<file path="config.mk">
export PLATFORM = sky130hd
export DESIGN_NAME = grant_pipeliner
export DESIGN_NICKNAME = d
export VERILOG_FILES = /design/src/inc/grant_pipe_pkg.sv /design/src/hdl/gnt_idle_counter.sv /design/src/hdl/txn_end_detect.sv /design/src/hdl/grant_pipeliner.sv
export SDC_FILE = /design/constraint.sdc
export NUM_CORES = 1
export LEC_CHECK = 0
export BUFFER_PORTS_ARGS = -buffer_cell sky130_fd_sc_hd__buf_4
export CAP_MARGIN = 40
export CORE_MARGIN = 10
export CORE_UTILIZATION = 50
export CTS_BUF_LIST = sky130_fd_sc_hd__clkbuf_8
export CTS_CLUSTER_SIZE = 10
export DETAILED_ROUTE_END_ITERATION = 16
export GPL_TIMING_DRIVEN = 0
export PLACE_DENSITY = 0.76
export SYNTH_ARGS = -nofsm -noshare
export SYNTH_HDL_FRONTEND = slang
export SYNTH_SLANG_ARGS = --single-unit
</file>
<file path="constraint.sdc">
create_clock -name sys_clk -period 2.4 [get_ports sys_clk]
set_input_delay 0.36 -clock sys_clk [delete_from_list [all_inputs] [get_ports sys_clk]]
set_output_delay 0.36 -clock sys_clk [all_outputs]
set_load 0.02 [all_outputs]
</file>
<file path="src/inc/grant_pipe_pkg.sv">
// Package: constants, types and carriers for the request-to-data grant pipeliner
package grant_pipe_pkg;

  // ********************************************************
  // Transfer-type codes
  // ********************************************************
  localparam logic [2:0] TT_READ_LP = 3'h0;
  localparam logic [2:0] TT_READ_HP = 3'h1;
  localparam logic [2:0] TT_WRITE_LP = 3'h2;
  localparam logic [2:0] TT_WRITE_HP = 3'h3;
  localparam logic [2:0] TT_START = 3'h7;

  // ********************************************************
  // Counts and reset values
  // ********************************************************
  localparam int GNT_IDLE_CLOCKS = 2;
  localparam logic [1:0] GNT_IDLE_CNT_W = 2'h2;
  localparam logic [1:0] IDLE_CNT_RST = 2'h0;
  localparam logic [2:0] TT_RST = 3'h7;

  // Bus activity the arbiter samples each clock
  typedef struct packed {
    logic pipe_n;       // Pipelined-request strobe
    logic frame_n;
    logic irdy_n;
    logic trdy_n;
    logic read_buffer_full_n;
  } bus_obs_s;

  // What kind of transaction is currently on the bus
  typedef struct packed {
    logic is_pci;       // PCI transaction rather than pipelined request
    logic is_write;     // PCI write
    logic core_master;  // Core logic started the PCI transaction
  } cur_txn_s;

  // Pending data request from the memory side
  typedef struct packed {
    logic valid;
    logic is_write;
    logic high_prio;
  } data_req_s;

  typedef enum logic [2:0] {
    ST_IDLE,
    ST_START_GNT,
    ST_WAIT_START,
    ST_DATA_GNT,
    ST_WAIT_END,
    ST_GAP
  } arb_state_e;

endpackage

</file>
<file path="src/hdl/gnt_idle_counter.sv">
// Counts clocks since the start-transaction grant was dropped
`timescale 1ns/1ps
`default_nettype none
module gnt_idle_counter
  import grant_pipe_pkg::*;
(
  // Clock and reset
  input wire logic sys_clk,
  input wire logic rst_b,
  // Grant state
  input wire logic start_gnt,
  output logic idle_done
);

  logic [1:0] cnt_q;

  // ********************************************************
  // Saturating idle counter
  // ********************************************************
  always_ff @(posedge sys_clk) begin
    if (!rst_b) begin
      cnt_q <= IDLE_CNT_RST;
    end else if (start_gnt) begin
      cnt_q <= IDLE_CNT_RST;
    end else if (cnt_q != GNT_IDLE_CNT_W) begin
      cnt_q <= cnt_q + 2'h1;
    end
  end

  assign idle_done = (cnt_q == GNT_IDLE_CNT_W);

endmodule // gnt_idle_counter
`default_nettype wire

</file>
<file path="src/hdl/txn_end_detect.sv">
// Detects the end of the current bus transaction
`timescale 1ns/1ps
`default_nettype none
module txn_end_detect
  import grant_pipe_pkg::*;
(
  // Clock and reset
  input wire logic sys_clk,
  input wire logic rst_b,
  // Bus view
  input wire bus_obs_s obs,
  output logic bus_busy,
  output logic txn_end
);

  logic busy_q;
  logic busy_now;

  // Busy while any framing, ready or request-strobe line is low
  assign busy_now = !obs.frame_n || !obs.irdy_n || !obs.trdy_n || !obs.pipe_n;

  // ********************************************************
  // Falling edge of activity marks completion
  // ********************************************************
  always_ff @(posedge sys_clk) begin
    if (!rst_b) begin
      busy_q <= 1'b0;
    end else begin
      busy_q <= busy_now;
    end
  end

  assign bus_busy = busy_now;
  assign txn_end = busy_q && !busy_now;

endmodule // txn_end_detect
`default_nettype wire

</file>
<file path="src/hdl/grant_pipeliner.sv">
// Core-logic arbiter: pipelines data grants behind a request transaction
//
// Behaviour
// - Grant read return after strobe sampled
// - Turn-around between request and read data
// - No turn-around request to write data
// - Data grant waits strobe, FRAME or idle
// - Write code makes master supply data
// - Start code may linger, costing bandwidth
// - Dead clock between PCI and data
// - Data grant clock after FRAME sampled
// - No low-priority read while buffer full
// - Read data waits for PCI completion
// - Enqueue data grant at earliest clock
// - Master PCI read then write: turn-around
// - Master PCI write then read: AD turn
// - Core write then read: extra clock
// - Core write then write: both turns
// - Master write then write: dead only
// - Long strobe lets write follow directly
// - Write grant once request detected
`timescale 1ns/1ps
`default_nettype none
module grant_pipeliner
  import grant_pipe_pkg::*;
(
  // Clock and reset
  input wire logic sys_clk,
  input wire logic rst_b,
  // Bus observation
  input wire bus_obs_s obs,
  input wire cur_txn_s cur,
  // Requests from the master and from the core
  input wire logic master_req,
  input wire data_req_s dreq,
  // Grant to master
  output logic gnt_n,
  output logic [2:0] transfer_type_code,
  // Data phase control toward the core datapath
  output logic data_go,
  output logic data_dir_write,
  output logic ad_turn
);

  arb_state_e state_q;
  logic gnt_n_q;
  logic [2:0] tt_q;
  logic go_q;
  logic dir_q;
  logic turn_q;
  logic [1:0] gap_q;
  logic gap_write_q;
  logic [1:0] gap_need;
  logic idle_done;
  logic bus_busy;
  logic txn_end;
  logic start_gnt;
  logic enq_ok;
  logic read_blocked;
  logic txn_started;

  assign start_gnt = (state_q == ST_START_GNT);

  // ********************************************************
  // Helpers
  // ********************************************************
  gnt_idle_counter u_idle (
    .sys_clk(sys_clk),
    .rst_b(rst_b),
    .start_gnt(start_gnt),
    .idle_done(idle_done)
  );

  txn_end_detect u_end (
    .sys_clk(sys_clk),
    .rst_b(rst_b),
    .obs(obs),
    .bus_busy(bus_busy),
    .txn_end(txn_end)
  );

  // Request start: strobe or FRAME seen (combinational, so no wasted clock)
  assign txn_started = !obs.pipe_n || !obs.frame_n;
  // Enqueue allowed on start, or after idle grant gap
  assign enq_ok = txn_started || idle_done;
  // Low-priority read blocked while master buffer full
  assign read_blocked = !dreq.is_write && !dreq.high_prio && !obs.read_buffer_full_n;

  // Dead and turn-around clocks needed before data starts
  always_comb begin
    gap_need = 2'h0;
    if (cur.is_pci) begin
      gap_need = 2'h1;
      if (cur.core_master && cur.is_write && !dreq.is_write) begin
        gap_need = 2'h2;
      end
    end
    if (!cur.is_pci && !dreq.is_write) begin
      gap_need = 2'h1;
    end
  end

  // ********************************************************
  // Arbitration state
  // ********************************************************
  always_ff @(posedge sys_clk) begin
    if (!rst_b) begin
      state_q <= ST_IDLE;
    end else begin
      unique case (state_q)
        ST_IDLE: begin
          if (master_req && !bus_busy) begin
            state_q <= ST_START_GNT;
          end else if (dreq.valid && enq_ok && !read_blocked) begin
            state_q <= ST_DATA_GNT;
          end
        end
        ST_START_GNT: begin
          // Start code dropped once the start is seen; lingering only costs time
          if (txn_started && dreq.valid && !read_blocked) begin
            state_q <= ST_DATA_GNT;
          end else if (txn_started) begin
            state_q <= ST_WAIT_START;
          end
        end
        ST_WAIT_START: begin
          if (dreq.valid && enq_ok && !read_blocked) begin
            state_q <= ST_DATA_GNT;
          end else if (!bus_busy) begin
            state_q <= ST_IDLE;
          end
        end
        ST_DATA_GNT: begin
          state_q <= ST_WAIT_END; // grant lasts one clock
        end
        ST_WAIT_END: begin
          if (txn_end || !bus_busy) begin
            state_q <= ST_GAP;
          end
        end
        ST_GAP: begin
          if (gap_q == 2'h0) begin
            state_q <= ST_IDLE;
          end
        end
      endcase
    end
  end

  // ********************************************************
  // Grant outputs
  // ********************************************************
  always_ff @(posedge sys_clk) begin
    if (!rst_b) begin
      gnt_n_q <= 1'b1;
      tt_q <= TT_RST;
    end else begin
      gnt_n_q <= 1'b1;
      tt_q <= TT_START;
      if (state_q == ST_IDLE && master_req && !bus_busy) begin
        gnt_n_q <= 1'b0;
      end else if (state_q == ST_START_GNT && !txn_started) begin
        gnt_n_q <= 1'b0;
      end else if ((state_q == ST_IDLE || state_q == ST_WAIT_START || state_q == ST_START_GNT)
                   && !(state_q == ST_IDLE && master_req && !bus_busy)
                   && dreq.valid && enq_ok && !read_blocked) begin
        gnt_n_q <= 1'b0;
        if (dreq.is_write) begin
          tt_q <= dreq.high_prio ? TT_WRITE_HP : TT_WRITE_LP;
        end else begin
          tt_q <= dreq.high_prio ? TT_READ_HP : TT_READ_LP;
        end
      end
    end
  end

  // ********************************************************
  // Gap counter between transaction end and data
  // ********************************************************
  always_ff @(posedge sys_clk) begin
    if (!rst_b) begin
      gap_q <= 2'h0;
      gap_write_q <= 1'b0;
    end else if (state_q == ST_DATA_GNT) begin
      gap_q <= gap_need;
      gap_write_q <= dreq.is_write;
    end else if (state_q == ST_GAP && gap_q != 2'h0) begin
      gap_q <= gap_q - 2'h1;
    end
  end

  // ********************************************************
  // Data phase control
  // ********************************************************
  always_ff @(posedge sys_clk) begin
    if (!rst_b) begin
      go_q <= 1'b0;
      dir_q <= 1'b0;
      turn_q <= 1'b0;
    end else begin
      go_q <= (state_q == ST_GAP) && (gap_q == 2'h0);
      dir_q <= gap_write_q;
      // AD owner changes: any read, any data after a core-started transaction, or write after master PCI read
      turn_q <= (state_q == ST_GAP) && (gap_q != 2'h0)
                && (!gap_write_q || cur.core_master || (cur.is_pci && !cur.is_write));
    end
  end

  assign gnt_n = gnt_n_q;
  assign transfer_type_code = tt_q;
  assign data_go = go_q;
  assign data_dir_write = dir_q;
  assign ad_turn = turn_q;

  // ********************************************************
  // Checks
  // ********************************************************
  no_lp_full_a: assert property (@(posedge sys_clk) disable iff (!rst_b)
    (!gnt_n_q && tt_q == TT_READ_LP) |-> $past(obs.read_buffer_full_n))
    else $error("lp read granted while full");
  enq_gate_a: assert property (@(posedge sys_clk) disable iff (!rst_b)
    (!gnt_n_q && tt_q != TT_START) |-> $past(enq_ok)) else $error("data grant before enqueue allowed");
  one_clk_gnt_a: assert property (@(posedge sys_clk) disable iff (!rst_b)
    (state_q == ST_DATA_GNT) |=> (state_q == ST_WAIT_END)) else $error("data grant not one clock");
  write_code_a: assert property (@(posedge sys_clk) disable iff (!rst_b)
    ($past(state_q) == ST_IDLE && state_q == ST_DATA_GNT && $past(dreq.is_write)) |-> tt_q[2:1] == 2'b01)
    else $error("write grant code wrong");
  pci_dead_a: assert property (@(posedge sys_clk) disable iff (!rst_b)
    (state_q == ST_DATA_GNT && cur.is_pci) |=> gap_q >= 2'h1) else $error("missing dead clock");
  core_wr_rd_a: assert property (@(posedge sys_clk) disable iff (!rst_b)
    (state_q == ST_DATA_GNT && cur.is_pci && cur.core_master && cur.is_write && !dreq.is_write)
    |=> gap_q == 2'h2) else $error("core write to read gap wrong");
  go_after_end_a: assert property (@(posedge sys_clk) disable iff (!rst_b)
    $rose(go_q) |-> $past(state_q) == ST_GAP) else $error("data started before completion");
  start_drop_a: assert property (@(posedge sys_clk) disable iff (!rst_b)
    (state_q == ST_START_GNT && txn_started) |=> gnt_n_q || tt_q != TT_START) else $error("start code held");
  cov_read: cover property (@(posedge sys_clk) state_q == ST_DATA_GNT && !dreq.is_write);
  cov_write: cover property (@(posedge sys_clk) state_q == ST_DATA_GNT && dreq.is_write);
  cov_pci: cover property (@(posedge sys_clk) state_q == ST_GAP && cur.is_pci);
  cov_turn: cover property (@(posedge sys_clk) turn_q);
  cov_direct: cover property (@(posedge sys_clk) state_q == ST_START_GNT ##1 state_q == ST_DATA_GNT);

  // ********************************************************
  // Grant shape and gap checks
  // ********************************************************

  // Start grant follows an idle bus request
  start_gnt_a: assert property (@(posedge sys_clk) disable iff (!rst_b)
    (state_q == ST_IDLE && master_req && !bus_busy) |=> (!gnt_n_q && tt_q == TT_START))
    else $error("start grant missing");

  // Data grant queued on the very clock the start is seen
  early_grant_a: assert property (@(posedge sys_clk) disable iff (!rst_b)
    (state_q == ST_START_GNT && txn_started && dreq.valid && !read_blocked) |=> state_q == ST_DATA_GNT)
    else $error("data grant not at earliest clock");

  // Data grants are latched by the master, so one clock is enough
  data_one_clk_a: assert property (@(posedge sys_clk) disable iff (!rst_b)
    (!gnt_n_q && tt_q != TT_START) |=> (gnt_n_q || tt_q == TT_START))
    else $error("data grant held");

  // High-priority read code follows the request
  read_hp_a: assert property (@(posedge sys_clk) disable iff (!rst_b)
    (state_q == ST_DATA_GNT && !$past(dreq.is_write) && $past(dreq.high_prio)) |-> tt_q == TT_READ_HP)
    else $error("read code wrong");

  // Request then write data: same driver, no gap
  req_wr_gap_a: assert property (@(posedge sys_clk) disable iff (!rst_b)
    (state_q == ST_DATA_GNT && !cur.is_pci && dreq.is_write) |=> gap_q == 2'h0)
    else $error("gap before direct write");

  // Request then read data: one turn-around
  req_rd_gap_a: assert property (@(posedge sys_clk) disable iff (!rst_b)
    (state_q == ST_DATA_GNT && !cur.is_pci && !dreq.is_write) |=> gap_q == 2'h1)
    else $error("read gap wrong");

  // Gap counts down one per clock
  gap_count_a: assert property (@(posedge sys_clk) disable iff (!rst_b)
    (state_q == ST_GAP && gap_q != 2'h0) |=> gap_q == $past(gap_q) - 2'h1)
    else $error("gap count skipped");

  // Read data always turns the AD bus around
  turn_read_a: assert property (@(posedge sys_clk) disable iff (!rst_b)
    (state_q == ST_GAP && gap_q != 2'h0 && !gap_write_q) |=> turn_q)
    else $error("no turn before read data");

  // Core write then master write: both sides swap
  core_wr_wr_a: assert property (@(posedge sys_clk) disable iff (!rst_b)
    (state_q == ST_GAP && gap_q != 2'h0 && gap_write_q && cur.core_master) |=> turn_q)
    else $error("no turn core write to write");

  // Master write then its own write data keeps every driver
  same_drv_a: assert property (@(posedge sys_clk) disable iff (!rst_b)
    (state_q == ST_GAP && gap_write_q && !cur.core_master && cur.is_write) |=> !turn_q)
    else $error("needless turn-around");

  // Turn-around shown only inside the gap
  turn_gap_a: assert property (@(posedge sys_clk) disable iff (!rst_b)
    turn_q |-> $past(state_q) == ST_GAP)
    else $error("turn outside gap");

  // Completion must be seen before the data phase
  wait_end_a: assert property (@(posedge sys_clk) disable iff (!rst_b)
    (state_q == ST_WAIT_END && bus_busy && !txn_end) |=> state_q == ST_WAIT_END)
    else $error("left wait before completion");

  // Data start is a single pulse
  go_one_a: assert property (@(posedge sys_clk) disable iff (!rst_b)
    go_q |=> !go_q)
    else $error("data start longer than a clock");

  // Direction at data start matches the granted code
  dir_a: assert property (@(posedge sys_clk) disable iff (!rst_b)
    $rose(go_q) |-> dir_q == gap_write_q)
    else $error("data direction wrong");

endmodule // grant_pipeliner
`default_nettype wire

</file>
==> flow_summary.json <==
{
  "cts_tree": "built",
  "drt_iter0_drc": 22,
  "hold_violations": 0,
  "slew_viol_final": 0,
  "rsz0062_at_grt": "false",
  "hpwl_um": 1500,
  "synthesis.nets": 107,
  "clockBufferDepth": 2,
  "placed_area_um2": 972,
  "worstPathArrival_ns": 1.85,
  "antenna_found_initial": 0,
  "ys.flop_type": "dfxtp_1",
  "gp_congestion": 0.850,
  "max_slew_margin_pct": 70.6,
  "cp.required_ns": 2.51,
  "avgViaCountPerCell": 6.02,
  "worst_hold_path_type": "in2reg",
  "cts_made_buffers": 3,
  "hold_buffers": 0,
  "io_pins": 21,
  "worstMarginPinSlew_ns": 0.439,
  "whs_ns": 0.309,
  "fmax_ghz": 0.576,
  "final_cell_mix": "buf_4 (22), dfxtp_1 (15), inv_1 (8), nor2_1 (8), nand2_1 (7)",
  "ir_drop_uv": 571,
  "ctsResizeCount": 0,
  "yosys_warnings": 0,
  "rows": 14,
  "ys_types": 34,
  "dieArea_um2": 3610,
  "grt_max_degree": 11,
  "path_cells": "inv_1 -> ha_1 -> nand3b_1 -> and4_4 -> a311oi_1 -> a221oi_2",
  "dp_worst_setup_slack_ns": 0.748,
  "drive_above_1_share_pct": 28.7,
  "path_buf_inv": 1,
  "drt_pre_antenna_iters": 4,
  "fin_area_um2": 1020,
  "grt_overflow": 0,
  "htree_levels": 1,
  "grt_pass1_wl_um": 3460,
  "ys_ff_latch": 15,
  "yosysSeqAreaShare_pct": 37.4,
  "fillerInstances": 137,
  "drc": 0,
  "diodes": 0,
  "async_flop_share_pct": 0,
  "setup_slack_ns": 0.663,
  "multi_input_area_um2": 455,
  "seqCellArea_um2": 300,
  "die_h_um": 60.1,
  "crit_path_start_kind": "flip-flop",
  "drv_cap": 0,
  "fin_setup_tns_ns": 0,
  "status": "finished, final reports clean",
  "root_buffer": "clkbuf_8",
  "setup_violations": 0,
  "p_per_area_nw_per_um2": 880,
  "fin_skew_ns": 0.00334,
  "wl_per_cell_um": 16.0,
  "post_cts_buffers": 0,
  "critPathCaptureType": "flip-flop",
  "netlist_area_um2": 802,
  "cp_top_family": "compound AO/OA/AOI/OAI gates",
  "wl_um": 2090,
  "fin_crit_ns": 1.74,
  "cts_num_sinks": 15,
  "track_usage_pct": 12.5,
  "leakage_nw": 0.406,
  "criticalPathCategory": "reg2reg",
  "die_x_um": 60.1,
  "start_util_pct": 53.2,
  "syn_avg_cell_area_um2": 8.81,
  "clk_pin_slew_ns": 0.06,
  "critPathMaxFanout": 5,
  "drtAntennaViolNets": 0,
  "area_growth_pct": 26.8,
  "clock_latency_ns": 0.25,
  "period_share_pct": 72.4,
  "slowest_delay_ns": 0.37,
  "critPathSlowestCell": "a311oi_1",
  "layout.nets": 132,
  "final_common_cell": "buf_4",
  "grt_pass1_vias": 757,
  "via_count": 788,
  "synth_edf_count": 0,
  "core_um2": 1510,
  "port_buffers": 20,
  "synth_cells": 91
}
[cell families (layout without fill, tap and decap cells)]
| group | after synthesis | count (layout) | synth area share, % |
|---|---|---|---|
| compound gates | 26 | 26 | 25.4 |
| fa+ha+maj | 2 | 2 | 3.12 |
| flops | 15 | 15 | 37.4 |
| xor+xnor | 1 | 1 | 1.09 |
| buf+inv | 10 | 34 | 5.77 |
| simple gates | 37 | 37 | 27.1 |
[registers in the layout, summed over array words and instances, names as in the netlist]
register	count
transfer_type_code	3
gnt_n	1
u_idle.cnt_q	2
data_dir_write	1
state_q	3
ad_turn	1
gap_q	2
gap_write_q	1
data_go	1
[cells in the mapped netlist (all sizes together) (2+ instances only)]
| cell | count | area [um2] |
|---|---|---|
| nor3 | 3 | 15.0 |
| dfxtp | 15 | 300 |
| nand3b | 2 | 15.0 |
| ha | 2 | 25.0 |
| a221oi | 2 | 30.0 |
| nor2 | 8 | 30.0 |
| nand2 | 8 | 32.5 |
| a31oi | 2 | 12.5 |
| and4 | 3 | 31.3 |
| nand4b | 2 | 17.5 |
| inv | 7 | 26.3 |
| a21oi | 6 | 30.0 |
| o21ai | 2 | 10.0 |
| o31ai | 2 | 15.0 |
| a311oi | 3 | 26.3 |
| buf | 3 | 20.0 |
| a211oi | 2 | 15.0 |
| nand2b | 4 | 25.0 |
| nor2b | 3 | 18.8 |
[area by class of cell]
cell class / instances / area share, %
Multi-Input combinational cell: 66 / 44.8
Sequential cell: 15 / 29.5
Timing Repair Buffer: 20 / 14.8
Clock buffer: 3 / 4.06
Inverter: 7 / 2.58
Buffer: 3 / 1.97
Tap cell: 16 / 1.97
Clock inverter: 1 / 0.369
[worst paths after layout]
check,start,endpoint,slack [ns],depth (start not counted)
worst max-delay path,u_idle.cnt_q[0]$_SDFFE_PP0N_,state_q[1]$_SDFFE_PN0P_,0.66,6
worst min-delay path,dreq[0],transfer_type_code[0]$_SDFF_PP1_,0.31,2
worst max register to register,u_idle.cnt_q[0]$_SDFFE_PP0N_,state_q[1]$_SDFFE_PN0P_,0.66,6
worst min register to register,gap_q[0]$_SDFFE_PN0P_,gap_q[0]$_SDFFE_PN0P_,0.47,1
[metrics by stage]
stage | util [%] | cells | total power, mW
after floorplan | - | 91 | 0.593
after global placement | 64.5 | 127 | 0.672
after detailed placement | 64.5 | 127 | 0.686
after CTS | 67.5 | 131 | 0.899
after global routing | 67.5 | 131 | 0.965
final | 67.5 | 131 | 0.895
[metal layers]
metal / wire length (um) / vias to the layer above / track usage [%]
met1: 874 / 365 / 13.8
met4: 53 / 0 / 6.41
met5: 0 / - / 0
met2: 1010 / 23 / 20.4
met3: 158 / 7 / 4.66
li1: - / 393 / -
[where the power goes]
part           total (mW)  internal (mW)  switching [mW]
combinational       0.370          0.158           0.213
sequential          0.324          0.294          0.0306
clock               0.200          0.113          0.0872
total               0.895          0.565           0.331
Note: power is estimated with default switching activity, not from simulation.
